<file path="src/design/rdv_pkg.sv">
// shared constants of the ring detect and validate block
package rdv_pkg;
    // register indices, byte address is four times the index
    localparam logic [5:0] IDX_IRQ_CTRL = 6'h02;
    localparam logic [5:0] IDX_IRQ_MASK = 6'h03;
    localparam logic [5:0] IDX_IRQ_FLAG = 6'h04;
    localparam logic [5:0] IDX_STATUS = 6'h05;
    localparam logic [5:0] IDX_PIN_CTRL = 6'h0e;
    localparam logic [5:0] IDX_LINE_A = 6'h10;
    localparam logic [5:0] IDX_LINE_B = 6'h11;
    localparam logic [5:0] IDX_RING_MODE = 6'h12;
    localparam logic [5:0] IDX_MAX_FREQ = 6'h16;
    localparam logic [5:0] IDX_TIMING = 6'h17;
    localparam logic [5:0] IDX_VALIDATE = 6'h18;
    localparam logic [5:0] IDX_LINE_CTRL = 6'h30;
    // bit positions
    localparam int B_IRQ_EN = 7;
    localparam int B_IRQ_POL = 6;
    localparam int B_BOTH_EDGE = 2;
    localparam int B_RING_IRQ = 7;
    localparam int B_ABOVE_POS = 6;
    localparam int B_BELOW_NEG = 5;
    localparam int B_DETECT = 2;
    localparam int B_RING_POL = 1;
    localparam int B_THR_SEL = 0;
    localparam int B_IMP_SEL = 1;
    localparam int B_THR_HI = 4;
    localparam int B_FULL_WAVE = 1;
    localparam int B_VAL_EN = 7;
    localparam int B_OFF_HOOK = 0;
    localparam int B_LINK_PD = 1;
    localparam int B_ONHOOK_MON = 2;
    localparam int B_DLY_LO = 3;
    localparam int B_RTO_LO = 3;
    // reset values
    localparam logic [7:0] RST_ZERO = 8'h00;
    localparam logic [7:0] RST_LINE_CTRL = 8'h02;
    // substituted sample values
    localparam logic [15:0] SMP_NEG_FULL = 16'h8000;
    localparam logic [15:0] SMP_POS_FULL = 16'h7fff;
    localparam logic [15:0] SMP_FW_REST = 16'h04cc;
    // timing: one tick is a millisecond
    localparam int CLK_HZ = 20000000;
    localparam int TICK_MS = 1;
    localparam int TICK_CYCLES = CLK_HZ / 1000 * TICK_MS;
    localparam int ONESHOT_S = 5;
    localparam logic [12:0] ONESHOT_TICKS = 13'(ONESHOT_S * 1000 / TICK_MS);
    // validator time units as left shifts of the field value, plus one for confirm and end timeout only
    localparam int CONF_SHIFT = 6;
    localparam int RTO_SHIFT = 7;
    localparam int DLY_SHIFT = 8;
endpackage

</file>
<file path="src/design/rdv_val_if.sv">
// carrier between the top and the ring validator
`timescale 1ns/10ps
interface rdv_val_if;
    logic tick;
    logic pos;
    logic neg;
    logic enable;
    logic [5:0] min_freq;
    logic [5:0] max_freq;
    logic [2:0] confirm;
    logic [3:0] end_timeout;
    logic [2:0] delay;
    logic envelope;
    modport top (output tick, pos, neg, enable, min_freq, max_freq, confirm, end_timeout,
        delay, input envelope);
    modport val (input tick, pos, neg, enable, min_freq, max_freq, confirm, end_timeout,
        delay, output envelope);
endinterface

</file>
<file path="src/design/rdv_sync.sv">
// two flip-flop synchroniser for the pin inputs
`timescale 1ns/10ps
module rdv_sync (
    input wire logic pclk,
    input wire logic presetn,
    input wire logic [2:0] async_in,
    output logic [2:0] sync_out
);
    logic [2:0] meta_q;

    always_ff @(posedge pclk or negedge presetn) begin
        if (!presetn) begin
            meta_q <= 3'h0;
            sync_out <= 3'h0;
        end else begin
            meta_q <= async_in;
            sync_out <= meta_q;
        end
    end
endmodule

</file>
<file path="src/design/rdv_top.sv">
// ring detect and validate top with apb registers
//
// The APB slave port and the address map were chosen for this implementation.
`timescale 1ns/10ps
// How it works
// - full-wave bit adds negative excursion detection
// - ring pin open-drain, active low, polarity bit
// - ring pin follows detection, doubled in full-wave
// - status bits show above/below threshold levels
// - detect status set per wave mode
// - detect status is retriggerable five second one-shot
// - off-hook forces detect status to zero
// - masked ring flag raises interrupt; host clears
// - flag on rising or both edges
// - substitute samples only linked, on-hook, unmonitored
// - half-wave samples swing between full scales
// - full-wave samples rest near plus 1228
// - validator checks crossing interval limits
// - confirm time then end timeout watch
// - indication delay must beat end timeout
// - validate enable bit; host keeps pcm clock
// - validation makes status show envelope
// - interrupt pin tracks flag with polarity
// - validated ring pin: envelope or one-shot
// - two bits choose ring threshold
// - impedance bit selects synthesized ringer impedance
// - interrupt pin gated by enable, polarity bit
module rdv_top #(
    parameter int TICK_LEN = rdv_pkg::TICK_CYCLES
) (
    input wire logic pclk,
    input wire logic presetn,
    input wire logic psel,
    input wire logic penable,
    input wire logic pwrite,
    input wire logic [7:0] paddr,
    input wire logic [31:0] pwdata,
    output logic [31:0] prdata,
    output logic pready,
    output logic pslverr,
    input wire logic ring_sense_pos,
    input wire logic ring_sense_neg,
    input wire logic pcm_fsync,
    input wire logic [15:0] tx_sample_in,
    output logic [15:0] tx_sample_out,
    output logic ring_detect_pin_o,
    output logic ring_detect_pin_oe,
    output logic analog_or_irq_pin_o,
    output logic analog_or_irq_pin_oe,
    output logic ring_threshold_sel,
    output logic ring_threshold_sel_hi,
    output logic ringer_impedance_sel
);
    logic [7:0] irq_ctrl_q;
    logic [7:0] irq_mask_q;
    logic ring_irq_flag_q;
    logic [7:0] pin_ctrl_q;
    logic [7:0] line_a_q;
    logic [7:0] line_b_q;
    logic [7:0] ring_mode_q;
    logic [7:0] max_freq_q;
    logic [7:0] timing_q;
    logic [7:0] validate_q;
    logic [7:0] line_ctrl_q;
    logic [2:0] sync_v;
    logic ring_above_pos_threshold;
    logic ring_below_neg_threshold;
    logic fsync_s;
    logic fsync_d1_q;
    logic full_wave_ring_enable;
    logic ring_validate_enable;
    logic off_hook;
    logic link_power_down;
    logic onhook_monitor;
    logic det;
    logic [14:0] tick_cnt_q;
    logic tick_q;
    logic [12:0] oneshot_q;
    logic oneshot_on;
    logic ring_detect_status;
    logic rdt_d1_q;
    logic rise;
    logic fall;
    logic flag_set;
    logic wr_en;
    logic rd_en;
    logic [5:0] idx;
    logic mapped;
    logic [7:0] rd_byte;
    logic ring_pin_act;
    logic irq_act;
    logic [15:0] smp_d;
    logic substitute;

    rdv_val_if vif ();

    rdv_sync u_sync (
        .pclk(pclk),
        .presetn(presetn),
        .async_in({pcm_fsync, ring_sense_neg, ring_sense_pos}),
        .sync_out(sync_v)
    );

    rdv_validator u_val (
        .pclk(pclk),
        .presetn(presetn),
        .vif(vif)
    );

    assign ring_above_pos_threshold = sync_v[0];
    assign ring_below_neg_threshold = sync_v[1];
    assign fsync_s = sync_v[2];

    assign full_wave_ring_enable = ring_mode_q[rdv_pkg::B_FULL_WAVE];
    assign ring_validate_enable = validate_q[rdv_pkg::B_VAL_EN];
    assign off_hook = line_ctrl_q[rdv_pkg::B_OFF_HOOK];
    assign link_power_down = line_ctrl_q[rdv_pkg::B_LINK_PD];
    assign onhook_monitor = line_ctrl_q[rdv_pkg::B_ONHOOK_MON];

    assign det = ring_above_pos_threshold |
        (full_wave_ring_enable & ring_below_neg_threshold);

    assign vif.tick = tick_q;
    assign vif.pos = ring_above_pos_threshold;
    assign vif.neg = ring_below_neg_threshold;
    assign vif.enable = ring_validate_enable;
    assign vif.min_freq = validate_q[5:0];
    assign vif.max_freq = max_freq_q[5:0];
    assign vif.confirm = timing_q[2:0];
    assign vif.end_timeout = timing_q[rdv_pkg::B_RTO_LO +: 4];
    assign vif.delay = line_ctrl_q[rdv_pkg::B_DLY_LO +: 3];

    // millisecond time base
    always_ff @(posedge pclk or negedge presetn) begin
        if (!presetn) begin
            tick_cnt_q <= 15'h0;
            tick_q <= 1'b0;
        end else if (tick_cnt_q == 15'(TICK_LEN - 1)) begin
            tick_cnt_q <= 15'h0;
            tick_q <= 1'b1;
        end else begin
            tick_cnt_q <= tick_cnt_q + 15'h1;
            tick_q <= 1'b0;
        end
    end

    always_ff @(posedge pclk or negedge presetn) begin
        if (!presetn)
            oneshot_q <= 13'h0;
        else if (off_hook)
            oneshot_q <= 13'h0;
        else if (det)
            oneshot_q <= rdv_pkg::ONESHOT_TICKS;
        else if (tick_q && oneshot_q != 13'h0)
            oneshot_q <= oneshot_q - 13'h1;
    end

    assign oneshot_on = oneshot_q != 13'h0;

    assign ring_detect_status = !off_hook &&
        (ring_validate_enable ? vif.envelope : oneshot_on);

    always_ff @(posedge pclk or negedge presetn) begin
        if (!presetn)
            rdt_d1_q <= 1'b0;
        else
            rdt_d1_q <= ring_detect_status;
    end

    assign rise = ring_detect_status & ~rdt_d1_q;
    assign fall = ~ring_detect_status & rdt_d1_q;

    assign flag_set = rise | (irq_ctrl_q[rdv_pkg::B_BOTH_EDGE] & fall);

    // apb decode, one wait state
    assign idx = paddr[7:2];
    assign wr_en = psel & penable & pwrite & pready;
    assign rd_en = psel & penable & ~pwrite & ~pready;

    always_comb begin
        mapped = 1'b1;
        rd_byte = 8'h00;
        case (idx)
            rdv_pkg::IDX_IRQ_CTRL: rd_byte = irq_ctrl_q;
            rdv_pkg::IDX_IRQ_MASK: rd_byte = irq_mask_q;
            rdv_pkg::IDX_IRQ_FLAG: rd_byte = {ring_irq_flag_q, 7'h0};
            rdv_pkg::IDX_STATUS: begin
                rd_byte[rdv_pkg::B_ABOVE_POS] = ring_above_pos_threshold;
                rd_byte[rdv_pkg::B_BELOW_NEG] = ring_below_neg_threshold;
                rd_byte[rdv_pkg::B_DETECT] = ring_detect_status;
            end
            rdv_pkg::IDX_PIN_CTRL: rd_byte = pin_ctrl_q;
            rdv_pkg::IDX_LINE_A: rd_byte = line_a_q;
            rdv_pkg::IDX_LINE_B: rd_byte = line_b_q;
            rdv_pkg::IDX_RING_MODE: rd_byte = ring_mode_q;
            rdv_pkg::IDX_MAX_FREQ: rd_byte = max_freq_q;
            rdv_pkg::IDX_TIMING: rd_byte = timing_q;
            rdv_pkg::IDX_VALIDATE: rd_byte = validate_q;
            rdv_pkg::IDX_LINE_CTRL: rd_byte = line_ctrl_q;
            default: mapped = 1'b0;
        endcase
    end

    always_ff @(posedge pclk or negedge presetn) begin
        if (!presetn) begin
            pready <= 1'b0;
            pslverr <= 1'b0;
            prdata <= 32'h0;
        end else begin
            pready <= psel & penable & ~pready;
            pslverr <= psel & penable & ~pready & ~mapped;
            if (rd_en)
                prdata <= {24'h0, mapped ? rd_byte : 8'h00};
        end
    end

    // writable control registers
    always_ff @(posedge pclk or negedge presetn) begin
        if (!presetn) begin
            irq_ctrl_q <= rdv_pkg::RST_ZERO;
            irq_mask_q <= rdv_pkg::RST_ZERO;
            pin_ctrl_q <= rdv_pkg::RST_ZERO;
            line_a_q <= rdv_pkg::RST_ZERO;
            line_b_q <= rdv_pkg::RST_ZERO;
            ring_mode_q <= rdv_pkg::RST_ZERO;
            max_freq_q <= rdv_pkg::RST_ZERO;
            timing_q <= rdv_pkg::RST_ZERO;
            validate_q <= rdv_pkg::RST_ZERO;
            line_ctrl_q <= rdv_pkg::RST_LINE_CTRL;
        end else if (wr_en) begin
            case (idx)
                rdv_pkg::IDX_IRQ_CTRL: irq_ctrl_q <= pwdata[7:0];
                rdv_pkg::IDX_IRQ_MASK: irq_mask_q <= pwdata[7:0];
                rdv_pkg::IDX_PIN_CTRL: pin_ctrl_q <= pwdata[7:0];
                rdv_pkg::IDX_LINE_A: line_a_q <= pwdata[7:0];
                rdv_pkg::IDX_LINE_B: line_b_q <= pwdata[7:0];
                rdv_pkg::IDX_RING_MODE: ring_mode_q <= pwdata[7:0];
                rdv_pkg::IDX_MAX_FREQ: max_freq_q <= {2'h0, pwdata[5:0]};
                rdv_pkg::IDX_TIMING: timing_q <= {1'b0, pwdata[6:0]};
                rdv_pkg::IDX_VALIDATE: validate_q <= {pwdata[7], 1'b0, pwdata[5:0]};
                rdv_pkg::IDX_LINE_CTRL: line_ctrl_q <= {2'h0, pwdata[5:0]};
                default: line_ctrl_q <= line_ctrl_q;
            endcase
        end
    end

    // sticky flag, host writes zero to clear
    always_ff @(posedge pclk or negedge presetn) begin
        if (!presetn)
            ring_irq_flag_q <= 1'b0;
        else if (flag_set)
            ring_irq_flag_q <= 1'b1;
        else if (wr_en && idx == rdv_pkg::IDX_IRQ_FLAG && !pwdata[rdv_pkg::B_RING_IRQ])
            ring_irq_flag_q <= 1'b0;
    end

    assign ring_pin_act = !ring_validate_enable ? det :
        (full_wave_ring_enable ? oneshot_on : vif.envelope);

    assign irq_act = ring_irq_flag_q & irq_mask_q[rdv_pkg::B_RING_IRQ];

    always_ff @(posedge pclk or negedge presetn) begin
        if (!presetn) begin
            ring_detect_pin_o <= 1'b0;
            ring_detect_pin_oe <= 1'b0;
            analog_or_irq_pin_o <= 1'b0;
            analog_or_irq_pin_oe <= 1'b0;
        end else begin
            ring_detect_pin_o <= pin_ctrl_q[rdv_pkg::B_RING_POL];
            ring_detect_pin_oe <= ring_pin_act;
            analog_or_irq_pin_o <= irq_ctrl_q[rdv_pkg::B_IRQ_POL];
            analog_or_irq_pin_oe <= irq_ctrl_q[rdv_pkg::B_IRQ_EN] & irq_act;
        end
    end

    always_ff @(posedge pclk or negedge presetn) begin
        if (!presetn) begin
            ring_threshold_sel <= 1'b0;
            ring_threshold_sel_hi <= 1'b0;
            ringer_impedance_sel <= 1'b0;
        end else begin
            ring_threshold_sel <= line_a_q[rdv_pkg::B_THR_SEL];
            ring_threshold_sel_hi <= line_b_q[rdv_pkg::B_THR_HI];
            ringer_impedance_sel <= line_a_q[rdv_pkg::B_IMP_SEL];
        end
    end

    assign substitute = !link_power_down && !off_hook && !onhook_monitor;

    always_comb begin
        smp_d = tx_sample_in;
        if (substitute) begin
            if (ring_above_pos_threshold)
                smp_d = rdv_pkg::SMP_POS_FULL;
            else if (full_wave_ring_enable && !ring_below_neg_threshold)
                smp_d = rdv_pkg::SMP_FW_REST;
            else
                smp_d = rdv_pkg::SMP_NEG_FULL;
        end
    end

    // sample loaded at each frame sync
    always_ff @(posedge pclk or negedge presetn) begin
        if (!presetn) begin
            fsync_d1_q <= 1'b0;
            tx_sample_out <= 16'h0;
        end else begin
            fsync_d1_q <= fsync_s;
            if (fsync_s && !fsync_d1_q)
                tx_sample_out <= smp_d;
        end
    end
endmodule

</file>
<file path="src/design/rdv_validator.sv">
// ring frequency, duration and end validator
`timescale 1ns/10ps
module rdv_validator (
    input wire logic pclk,
    input wire logic presetn,
    rdv_val_if.val vif
);
    typedef enum logic [2:0] {
        V_IDLE = 3'b001,
        V_FREQ = 3'b010,
        V_RUN = 3'b100
    } rdv_vstate_t;

    rdv_vstate_t st_q;
    logic last_pos_q;
    logic pos_d1_q;
    logic neg_d1_q;
    logic [5:0] iv_q;
    logic [9:0] dur_q;
    logic [11:0] et_q;
    logic [10:0] dly_q;
    logic env_q;
    logic cross_p;
    logic cross_n;
    logic alt;
    logic [9:0] conf_len;
    logic [11:0] rto_len;
    logic [10:0] dly_len;

    assign cross_p = vif.pos & ~pos_d1_q;
    assign cross_n = vif.neg & ~neg_d1_q;
    assign alt = (cross_p & ~last_pos_q) | (cross_n & last_pos_q);
    assign conf_len = 10'({7'h0, vif.confirm} + 10'h1) << rdv_pkg::CONF_SHIFT;
    assign rto_len = 12'({8'h0, vif.end_timeout} + 12'h1) << rdv_pkg::RTO_SHIFT;
    assign dly_len = 11'({8'h0, vif.delay}) << rdv_pkg::DLY_SHIFT;
    assign vif.envelope = env_q;

    always_ff @(posedge pclk or negedge presetn) begin
        if (!presetn) begin
            pos_d1_q <= 1'b0;
            neg_d1_q <= 1'b0;
            last_pos_q <= 1'b0;
        end else begin
            pos_d1_q <= vif.pos;
            neg_d1_q <= vif.neg;
            if (cross_p)
                last_pos_q <= 1'b1;
            else if (cross_n)
                last_pos_q <= 1'b0;
        end
    end

    always_ff @(posedge pclk or negedge presetn) begin
        if (!presetn) begin
            st_q <= V_IDLE;
            iv_q <= 6'h0;
            dur_q <= 10'h0;
            et_q <= 12'h0;
            dly_q <= 11'h0;
            env_q <= 1'b0;
        end else if (!vif.enable) begin
            st_q <= V_IDLE;
            env_q <= 1'b0;
        end else begin
            case (st_q)
                V_IDLE: begin
                    env_q <= 1'b0;
                    iv_q <= 6'h0;
                    dur_q <= 10'h0;
                    if (cross_p | cross_n)
                        st_q <= V_FREQ;
                end
                V_FREQ: begin
                    if (alt) begin
                        if (iv_q < vif.max_freq || iv_q > vif.min_freq)
                            st_q <= V_IDLE;
                        iv_q <= 6'h0;
                    end else if (vif.tick) begin
                        if (iv_q >= vif.min_freq)
                            st_q <= V_IDLE;
                        iv_q <= iv_q + 6'h1;
                    end
                    if (vif.tick)
                        dur_q <= dur_q + 10'h1;
                    if (dur_q >= conf_len) begin
                        st_q <= V_RUN;
                        et_q <= 12'h0;
                        dly_q <= 11'h0;
                    end
                end
                V_RUN: begin
                    if (cross_p | cross_n)
                        et_q <= 12'h0;
                    else if (vif.tick)
                        et_q <= et_q + 12'h1;
                    if (vif.tick && dly_q != 11'h7ff)
                        dly_q <= dly_q + 11'h1;
                    if (dly_q >= dly_len)
                        env_q <= 1'b1;
                    if (et_q >= rto_len) begin
                        st_q <= V_IDLE;
                        env_q <= 1'b0;
                    end
                end
                default: st_q <= V_IDLE;
            endcase
        end
    end
endmodule

</file>
<file path="config.mk">
export PLATFORM = sky130hd
export DESIGN_NAME = rdv_top
export DESIGN_NICKNAME = d
export VERILOG_FILES = /design/src/design/rdv_pkg.sv /design/src/design/rdv_val_if.sv /design/src/design/rdv_sync.sv /design/src/design/rdv_top.sv /design/src/design/rdv_validator.sv
export SDC_FILE = /design/constraint.sdc
export NUM_CORES = 1
export LEC_CHECK = 0
export BUFFER_PORTS_ARGS = -buffer_cell sky130_fd_sc_hd__buf_2
export CAP_MARGIN = 20
export CORE_MARGIN = 2
export CORE_UTILIZATION = 45
export CTS_CLUSTER_SIZE = 10
export DETAILED_ROUTE_END_ITERATION = 16
export PLACE_DENSITY = 0.67
export SLEW_MARGIN = 20
export SYNTH_ARGS = -nofsm -noshare
export SYNTH_HDL_FRONTEND = slang
export SYNTH_SLANG_ARGS = --single-unit
</file>
<file path="constraint.sdc">
create_clock -name pclk -period 2.2 [get_ports pclk]
set_input_delay 0.33 -clock pclk [delete_from_list [all_inputs] [get_ports pclk]]
set_output_delay 0.33 -clock pclk [all_outputs]
set_load 0.01 [all_outputs]
</file>
==> results.txt, run 1 <==
The flow ran to the end, but the final reports show violations. The final reports fail on negative setup slack. Once the floorplan was initialized, standard cells occupied 45.9% of the core. TritonCTS built the clock tree.

The CTS H-tree depth came out at 4. The mean cell area of the mapped netlist was 10.6 sq um; the final weighted congestion in routability-driven placement was 0.808. The share of synthesized area in the top cell type comes to 49.0%. Traced cell by cell, the critical path runs through ha_2, xnor2_2, ha_1, buf_6, a2111oi_4, o41ai_2, a2111oi_2, buf_4, nor3_2, o2bb2ai_1. The tree built by TritonCTS fans out to 191 sinks. STA classifies the critical path startpoint as a flop. The xor and xnor area share after synthesis was 3.63%.

The later pin in the worst-skew pair is clocked with a latency of 0.44 ns. Pre-CTS setup slack: -0.222 ns. The smallest setup slack after layout is -0.139 ns, and the global-route congestion overflow total is 0. The die height was 150 microns; the required time at the endpoint of the critical path was 2.57 ns.

The run gives 15900 microns as the detailed-placement wirelength estimate. Of all flip-flops after synthesis, the portion carrying an async set or reset was 100%. Summing the areas of all compound-gate instances in the mapped netlist gives 12.4% of the synthesized area.

On the final layout, the worst clock skew is 0.0129 ns. The multiplexer fraction of the synthesized cell area is 8.51%, and the antenna diode instance count is 0. The synthesized design spends more area on one cell type than any other, namely sky130_fd_sc_hd__dfrtp_1.

Derived from the worst setup path, the maximum achievable clock frequency is 428 MHz. The cell sitting at the root of the clock tree is a sky130_fd_sc_hd__clkbuf_16. The floorplan core area is 0.0210 sq mm, and the power share of the combinational group is 7.1%. The worst-case IR drop observed on VDD is 0.000324 V. Total of max-cap violations: 0. In this run, synthesis produced a sequential element count of 191. The final layout contains routed wiring with a total length of 22200 microns.

The tools report the part of the Yosys area used for sequential elements as 49.6%. The floorplan die width is 150 microns. The netlist uses 78 different library cells.

At the end of the flow, the number of nets in the layout was 1133. Detailed routing inserted a total of 7293 vias. The slowest library cell on the worst path is sky130_fd_sc_hd__dfrtp_1. The routed via count divided by cell count was 5.51; the share of power burned in registers was 50.3%.

Net switching is 26.4% of the power. The detailed router finished its first iteration with 517 violations. Among all flip-flop cells after synthesis, the most frequent one is sky130_fd_sc_hd__dfrtp_1.

From synthesis to final layout, the design area changed by 18.5%. The logs give 0 for the initial antenna violation count and 1837 for the number of inserted filler cells in the final layout. Count of pins over their slew limit: 0. The routed design could run at a clock period as short as 2.34 ns. Across every metal layer, demand over resource in global routing totals 20.4%. The detail route stage leaves a number of antenna-violating nets equal to 0. The tools report the arrival time of data at the critical path endpoint as 2.71 ns.

In this run the deepest clock path goes through 2 buffers. The post-route netlist has 27.5% of its cells at a drive strength greater than 1. In the final timing run, aggregate negative setup slack is -1.75 ns. The internal power consumption was 5.36 mW; the post-synthesis share of cell area spent on and, or, nand and nor gates was 16.7%. The tools report the static leakage as 5.37 nW.

Setup repair after global routing could not meet its margin everywhere. The run gives 0.0226 sq mm as the area enclosed by the die boundary. In this run, CTS created clock tree buffers numbering 17. The tools report the largest net degree at the start of global routing as 57.

In this run the core area contains 53 standard-cell rows. Yosys mapped a number of flops with a built-in enable equal to 0. The type of the worst min-delay path is in -> reg. The worst hold path stage count was 3; the count of final setup violators was 22.

In this run, the clock network consumes 42.6% of the power. The tools report the cell count after synthesis as 908. The worst setup path is of the reg -> reg kind.

Clock-pin slew was measured on the worst setup and hold paths at 0.08 ns. During placement, the flow inserted port buffers numbering 70. The first global-routing pass estimated 35900 microns of wire. By area, the combinational part of the netlist is dominated by simple AND/OR/NAND/NOR gates. In this run the tightest slew margin relative to its limit is 62.1%. The run gives 0 as the total count of hold-check failures in the final report.

The depth of the worst register-to-register path came out at 10. Category of the worst setup path capture point: a flop. The number of global-route vias before repair was 7016. The tools report the DRC violation count after routing as 0. The total power density per cell area is 638 mW/mm^2, and the final critical-path share of the clock period is 106%.

After detailed routing, the average wire length per cell comes to 16.8 microns. Pin placement for this block handled 121 I/O pins. The length of the first detailed-routing pass in iterations was 5; the adder-cell share of the synthesized area was 4.41%. In this run the worst path has a maximum fanout of 3. For this run, the number of Yosys warnings is 0. For the cell area after synthesis, the log shows 0.00965 sq mm. The slew at the pin closest to its max-slew limit is 0.567 ns.

In this run the power spent charging and discharging nets is 1.93 mW. Sorting the synthesized cells by area gives the leading types as sky130_fd_sc_hd__dfrtp_1 (49%), sky130_fd_sc_hd__mux2_2 (8.4%), sky130_fd_sc_hd__ha_1 (4.4%), sky130_fd_sc_hd__nand2_1 (3.5%), sky130_fd_sc_hd__nor2_1 (2.7%). For this run, the slowest stage of the critical path takes 0.39 ns.
timing repair:
item,4_1_cts,5_1_grt
gates cloned,1,0
setup buffers,3,1
hold buffers,4,0
resized for setup,20,15
pin swaps,10,3
endpoints found under the hold margin,44,0
setup endpoints to repair,26,29
power by group through the flow:
stage	sequential (mW)	combinational, mW	clock, mW
2_1_floorplan	3.76	0.242	0
3_3_place_gp	3.73	0.503	0
3_5_place_dp	3.74	0.508	0
4_1_cts	3.67	0.522	3.17
5_1_grt	3.68	0.581	3.33
6_report	3.67	0.516	3.11
layout make-up:
type / count / area [sq um] / area share [%]
Clock inverter: 14 / 161 / 1.41
Timing Repair Buffer: 137 / 928 / 8.12
Clock buffer: 18 / 439 / 3.84
Tap cell: 275 / 344 / 3.01
Inverter: 36 / 135 / 1.18
Sequential cell: 191 / 4780 / 41.8
Multi-Input combinational cell: 652 / 4640 / 40.6
final timing paths:
path	slack (ns)	end	start
min in group asynchronous	0.38	oneshot_q[6]$_DFFE_PN0P_	presetn
setup reg to reg	-0.14	u_val.st_q[0]$_DFFE_PN1P_	timing_q[3]$_DFFE_PN0P_
max in group asynchronous	1.16	line_ctrl_q[1]$_DFFE_PN1P_	presetn
hold / removal	0.12	tx_sample_out[2]$_DFFE_PN0P_	tx_sample_in[2]
setup / recovery	-0.14	u_val.st_q[0]$_DFFE_PN1P_	timing_q[3]$_DFFE_PN0P_
hold reg to reg	0.36	u_sync.sync_out[0]$_DFF_PN0_	u_sync.meta_q[0]$_DFF_PN0_
cells by family (layout without fill, tap and decap cells):
family | after synthesis | after routing
AOI/OAI and AO/OA | 178 | 178
xor gates and xnor gates | 40 | 40
adders and majority gates | 34 | 34
buffers and inverters | 88 | 205
DFF | 191 | 191
muxes | 73 | 73
other | 1 | 24
and+or+nand+nor | 303 | 303
routing by layer:
metal / track usage (%) / part of all wire, %
met1: 28.9 / 48
met2: 32.0 / 46
met3: 3.61 / 4.1
met4: 6.27 / 1.8
met5: 0 / 0
critical path, delay by kind of cell (launching register included):
kind	cells	cell delay, ns
xor gates and xnor gates	1	0.13
DFF	1	0.39
buffers and inverters	2	0.32
adders and majority gates	2	0.51
AOI/OAI and AO/OA	4	0.88
and+or+nand+nor	1	0.04
cell usage in the layout, fill, tap and decap left out, types with 17 or more instances in the layout:
cell type	netlist	routed
sky130_fd_sc_hd__nand3_1	21	19
sky130_fd_sc_hd__o21ai_0	51	45
sky130_fd_sc_hd__buf_4	27	55
sky130_fd_sc_hd__ha_1	34	33
sky130_fd_sc_hd__buf_2	5	69
sky130_fd_sc_hd__mux2_2	72	72
sky130_fd_sc_hd__a221oi_1	19	19
sky130_fd_sc_hd__nand2_1	90	87
sky130_fd_sc_hd__nor2_1	70	68
sky130_fd_sc_hd__a21oi_1	35	34
sky130_fd_sc_hd__dfrtp_1	189	189
sky130_fd_sc_hd__inv_1	36	36
sky130_fd_sc_hd__clkbuf_16	0	17
sky130_fd_sc_hd__conb_1	1	24
sky130_fd_sc_hd__xor2_1	23	23
state kept, by name (all words and copies together), names as in the netlist, 7 cells and up:
name and flops:
tx_sample_out 16, tick_cnt_q 15, oneshot_q 13, u_val.et_q 12, u_val.dly_q 11, u_val.dur_q 10, irq_ctrl_q 8, irq_mask_q 8
line_a_q 8, line_b_q 8, pin_ctrl_q 8, prdata 8, ring_mode_q 8, timing_q 7, validate_q 7
through the flow:
stage / total power, mW / utilization [%] / hold WS, ns / instances / area (sq um)
2_1_floorplan: 4.00 / - / 0.0344 / 931 / 9750
3_3_place_gp: 4.23 / 50.4 / 0.307 / 1282 / 10600
3_5_place_dp: 4.24 / 50.4 / 0.303 / 1282 / 10600
4_1_cts: 7.36 / 54.1 / 0.105 / 1322 / 11400
5_1_grt: 7.59 / 54.4 / 0.107 / 1323 / 11400
6_report: 7.29 / 54.4 / 0.119 / 1323 / 11400
Yosys cell counts, types with 11 or more instances:
cell type,number
sky130_fd_sc_hd__nor2_1,70
sky130_fd_sc_hd__nand3_1,21
sky130_fd_sc_hd__ha_1,34
sky130_fd_sc_hd__nand2_1,90
sky130_fd_sc_hd__xor2_1,23
sky130_fd_sc_hd__buf_4,27
sky130_fd_sc_hd__nand4_1,16
sky130_fd_sc_hd__nand2b_1,11
sky130_fd_sc_hd__dfrtp_1,189
sky130_fd_sc_hd__or3_1,12
sky130_fd_sc_hd__a21oi_1,35
sky130_fd_sc_hd__inv_1,36
sky130_fd_sc_hd__a221oi_1,19
sky130_fd_sc_hd__o21ai_0,51
sky130_fd_sc_hd__xnor2_1,17
sky130_fd_sc_hd__mux2_2,72
sky130_fd_sc_hd__and3_1,11
sky130_fd_sc_hd__a22o_1,15
No activity file was read; power rests on OpenSTA's default activity.
==> run 2: changes to the inputs <==
--- a/config.mk
+++ b/config.mk
@@ -8,10 +8,10 @@
 export BUFFER_PORTS_ARGS = -buffer_cell sky130_fd_sc_hd__buf_2
 export CAP_MARGIN = 20
 export CORE_MARGIN = 2
-export CORE_UTILIZATION = 45
+export CORE_UTILIZATION = 53
 export CTS_CLUSTER_SIZE = 10
 export DETAILED_ROUTE_END_ITERATION = 16
-export PLACE_DENSITY = 0.67
+export PLACE_DENSITY = 0.77
 export SLEW_MARGIN = 20
 export SYNTH_ARGS = -nofsm -noshare
 export SYNTH_HDL_FRONTEND = slang
==> results.txt, run 2 (same netlist as run 1, synthesis figures left out) <==
The run gives 15800 microns (-0.53%) as the detailed-placement wirelength estimate. The total power density per cell area is 638 mW/mm^2 (about the same), and the internal power consumption is 5.35 mW (-0.33%). In the layout the commonest cells are sky130_fd_sc_hd__dfrtp_1 (189), sky130_fd_sc_hd__nand2_1 (83), sky130_fd_sc_hd__mux2_2 (72). The total via count after detailed routing was 7439 (+2.0%); the number of inserted filler cells in the final layout was 1334 (-27%).

The commonest non-fill, non-tap cell in the layout is sky130_fd_sc_hd__dfrtp_1. The final weighted congestion in routability-driven placement came out at 0.888 (+9.9%). The run gives 1229 (-4.1%) as the number of cells after detailed placement. The endpoint with the worst hold slack is tx_sample_out[6]$_DFFE_PN0P_.

The tools report the number of DRC violations after detailed-routing iteration 0 as 679 (+31%). The floorplan die width came out at 139 microns (-7.6%). The depth of the worst register-to-register path was 10 (unchanged). The final critical-path share of the clock period is 106% (+0.12 points), and the count of standard-cell rows is 49 (-7.5%).

The capture point of the worst reg-to-reg path was u_val.st_q[0]$_DFFE_PN1P_. The routed via count divided by cell count is 5.84 (+6.0%). The shortest clock period the worst path allows after layout was 2.34 ns (+0.00266 ns); the required time at the endpoint of the critical path was 2.58 ns (about the same). For the share of power burned in registers, the log shows 50.1% (-0.2 points). The worst vdd rail ir drop was 0.000600 V (+85%); the area enclosed by the die boundary was 0.0193 sq mm (-15%). The initial antenna violation count is 0 (unchanged), and the number of buffers created by CTS is 17 (unchanged).

The length of the first detailed-routing pass in iterations came out at 5 (unchanged). After detailed routing, no signal wire sits above met4. The total count of hold-check failures in the final report was 0 (unchanged); the antenna diode instance count was 0 (unchanged). The boundary pin count came out at 121 (unchanged). The net switching fraction of the power works out to 26.9% (+0.47 points). Die height: 139 microns (-7.6%).

The tools report the global-route congestion overflow total as 0 (unchanged). For the clock network latency to the later pin of the worst-skew pair, the log shows 0.45 ns (about the same). The largest net degree at the start of global routing was 63 (+11%). The run gives 5.38 nW (about the same) as the static leakage.

The worst hold path stage count came out at 3 (unchanged). The number of global-route vias before repair was 7315 (+4.3%). The type of the worst min-delay path was in -> reg. The buffer depth of the longest clock path came out at 2 (unchanged). The worst setup path is captured at a flop. The type of element launching the critical path is a flop.

Clock sink count: 191 (unchanged). The clock share of power was 42.7% (about the same). The logs give 1.97 mW (+2.1%) for the total net switching power and 0.0179 sq mm (-15%) for the floorplan core area. The met3 wirelength from detailed routing is 1300 microns (+41%), and the DRC violation count after routing is 0 (unchanged). The clock-pin slew reported for the worst setup and hold paths after clock tree synthesis is 0.07 ns (about the same), and the total global routing track utilization is 24.3% (+3.9 points). The cell at the root of the clock tree was sky130_fd_sc_hd__clkbuf_16. The tools report the first-pass GRT wire length as 37700 microns (+5.0%). The critical path is of the reg -> reg type.

The number of nets at the end of the flow was 1129 (-0.35%). The worst register-to-register path begins at timing_q[3]$_DFFE_PN0P_. The logs give 2.72 ns (about the same) for the arrival time of data at the critical path endpoint and 0.0130 ns (+0.000149 ns) for the worst setup skew after layout. The flip-flop count of the largest register, all copies and words added is 16 (unchanged), and the CTS H-tree depth is 4 (unchanged).

For the worst-case register-to-register setup slack, the log shows -0.14 ns (about the same). Routed wire length per instance: 18.3 microns (+8.7%). The share of final-layout standard cells stronger than drive strength 1 is 29.2% (+1.7 points). For the final cell utilization of the core, the log shows 64.1% (+9.7 points).

The detailed-routed wire length on met2 was 11300 microns (+9.7%). Layout overhead on the synthesized area: 18.9%. The logs give 62.5% (+0.32 points) for the max-slew headroom at the worst pin and 1273 (-3.8%) for the post-layout instance count excluding filler cells. The slew at the pin closest to its max-slew limit was 0.561 ns (-0.00570 ns). For the count of final setup violators, the log shows 24 (+9.1%).

The logs give -0.142 ns (-0.00266 ns) for the smallest setup slack after layout and 0 (unchanged) for the total of max-cap violations. The largest registers in the layout are tx_sample_out x16, tick_cnt_q x15, oneshot_q x13. The highest attainable clock frequency is 427 MHz (-0.11%). The checks that failed: negative setup slack.

The worst hold path startpoint is tx_sample_in[6]. Length of routed wiring on met1: 10100 microns (-4.6%). TritonCTS built the clock tree. Setup repair after global routing could not meet its margin everywhere.

The post-detailed-route count of antenna-violating nets was 0 (unchanged). The tools report the final wirelength as 23300 microns (+4.6%). The count of pins over their slew limit is 0 (unchanged).

The run gives -1.64 ns (+0.109 ns) as the aggregate negative setup slack. Power share of the combinational group: 7.1% (about the same). The number of port buffers is 70 (unchanged), and the effective utilization at floorplan is 53.9% (+8.0 points). The flow ran to the end, but the final reports show violations. The largest register by flop count is tx_sample_out. The top fanout value on the critical path is 3 (unchanged).
run 2: cell count changes in the layout (fill, tap and decap cells not counted), moves of 4 or more:
cell | before | now
sky130_fd_sc_hd__nand2_1 | 87 | 83
sky130_fd_sc_hd__o21ai_0 | 45 | 32
sky130_fd_sc_hd__buf_4 | 55 | 49
sky130_fd_sc_hd__o21ai_2 | 1 | 12
run 2: worst max path at each step:
stage / startpoint / to
2_1_floorplan: timing_q[1]$_DFFE_PN0P_ / u_val.et_q[1]$_DFFE_PN0P_
3_3_place_gp: timing_q[1]$_DFFE_PN0P_ / u_val.dly_q[7]$_DFFE_PN0P_
3_5_place_dp: timing_q[0]$_DFFE_PN0P_ / u_val.dly_q[7]$_DFFE_PN0P_
4_1_cts: timing_q[3]$_DFFE_PN0P_ / u_val.st_q[0]$_DFFE_PN1P_
5_1_grt: timing_q[3]$_DFFE_PN0P_ / u_val.st_q[0]$_DFFE_PN1P_
6_report: timing_q[3]$_DFFE_PN0P_ / u_val.st_q[0]$_DFFE_PN1P_
run 2: critical path: stages, from the launching register on:
cell	delay [ns]
sky130_fd_sc_hd__dfrtp_1	0.40
sky130_fd_sc_hd__ha_2	0.22
sky130_fd_sc_hd__xnor2_2	0.18
sky130_fd_sc_hd__ha_4	0.24
sky130_fd_sc_hd__and3b_1	0.19
sky130_fd_sc_hd__a2111oi_2	0.24
sky130_fd_sc_hd__o41ai_2	0.16
sky130_fd_sc_hd__a2111oi_2	0.31
sky130_fd_sc_hd__buf_4	0.18
sky130_fd_sc_hd__nor3_2	0.05
sky130_fd_sc_hd__o2bb2ai_1	0.12
run 2: what timing repair did:
item	CTS	global route
gates cloned	3	0
hold buffers	4	0
gates resized for setup	35	38
endpoints found under the setup margin	26	29
buffers inserted	3	2
hold endpoints to repair	44	0
pin swaps	11	14
run 2: power by group through the flow:
stage | clock network (mW) | registers [mW] | logic [mW]
2_1_floorplan | 0 | 3.76 | 0.242
4_1_cts | 3.16 | 3.66 | 0.522
6_report | 3.12 | 3.67 | 0.523
3_5_place_dp | 0 | 3.73 | 0.506
5_1_grt | 3.29 | 3.67 | 0.579
3_3_place_gp | 0 | 3.73 | 0.498
run 2: metal layers:
layer  vias up  global-route usage, %
li1       3461                      -
met1      3700                   33.0
met2       234                   40.6
met3        44                   3.45
met4         0                   7.87
met5         -                      0
run 2: final cells by class:
cell class | count | area (sq um) | area share [%]
sequential | 191 | 4780 | 41.7
multi-input combinational | 654 | 4780 | 41.6
timing repair buffer | 131 | 875 | 7.63
clock buffer | 17 | 425 | 3.71
tap | 229 | 287 | 2.50
clock inverter | 15 | 189 | 1.65
inverter | 36 | 135 | 1.18
run 2: through the flow:
step / hold WS, ns / worst slack [ns] / cell area (sq um) / total power, mW
3_3_place_gp: 0.299 / -0.216 / 10500 / 4.23
2_1_floorplan: 0.0344 / -0.0282 / 9750 / 4.00
4_1_cts: 0.109 / -0.194 / 11300 / 7.35
3_5_place_dp: 0.302 / -0.245 / 10500 / 4.24
5_1_grt: 0.118 / -0.258 / 11500 / 7.54
6_report: 0.111 / -0.142 / 11500 / 7.31
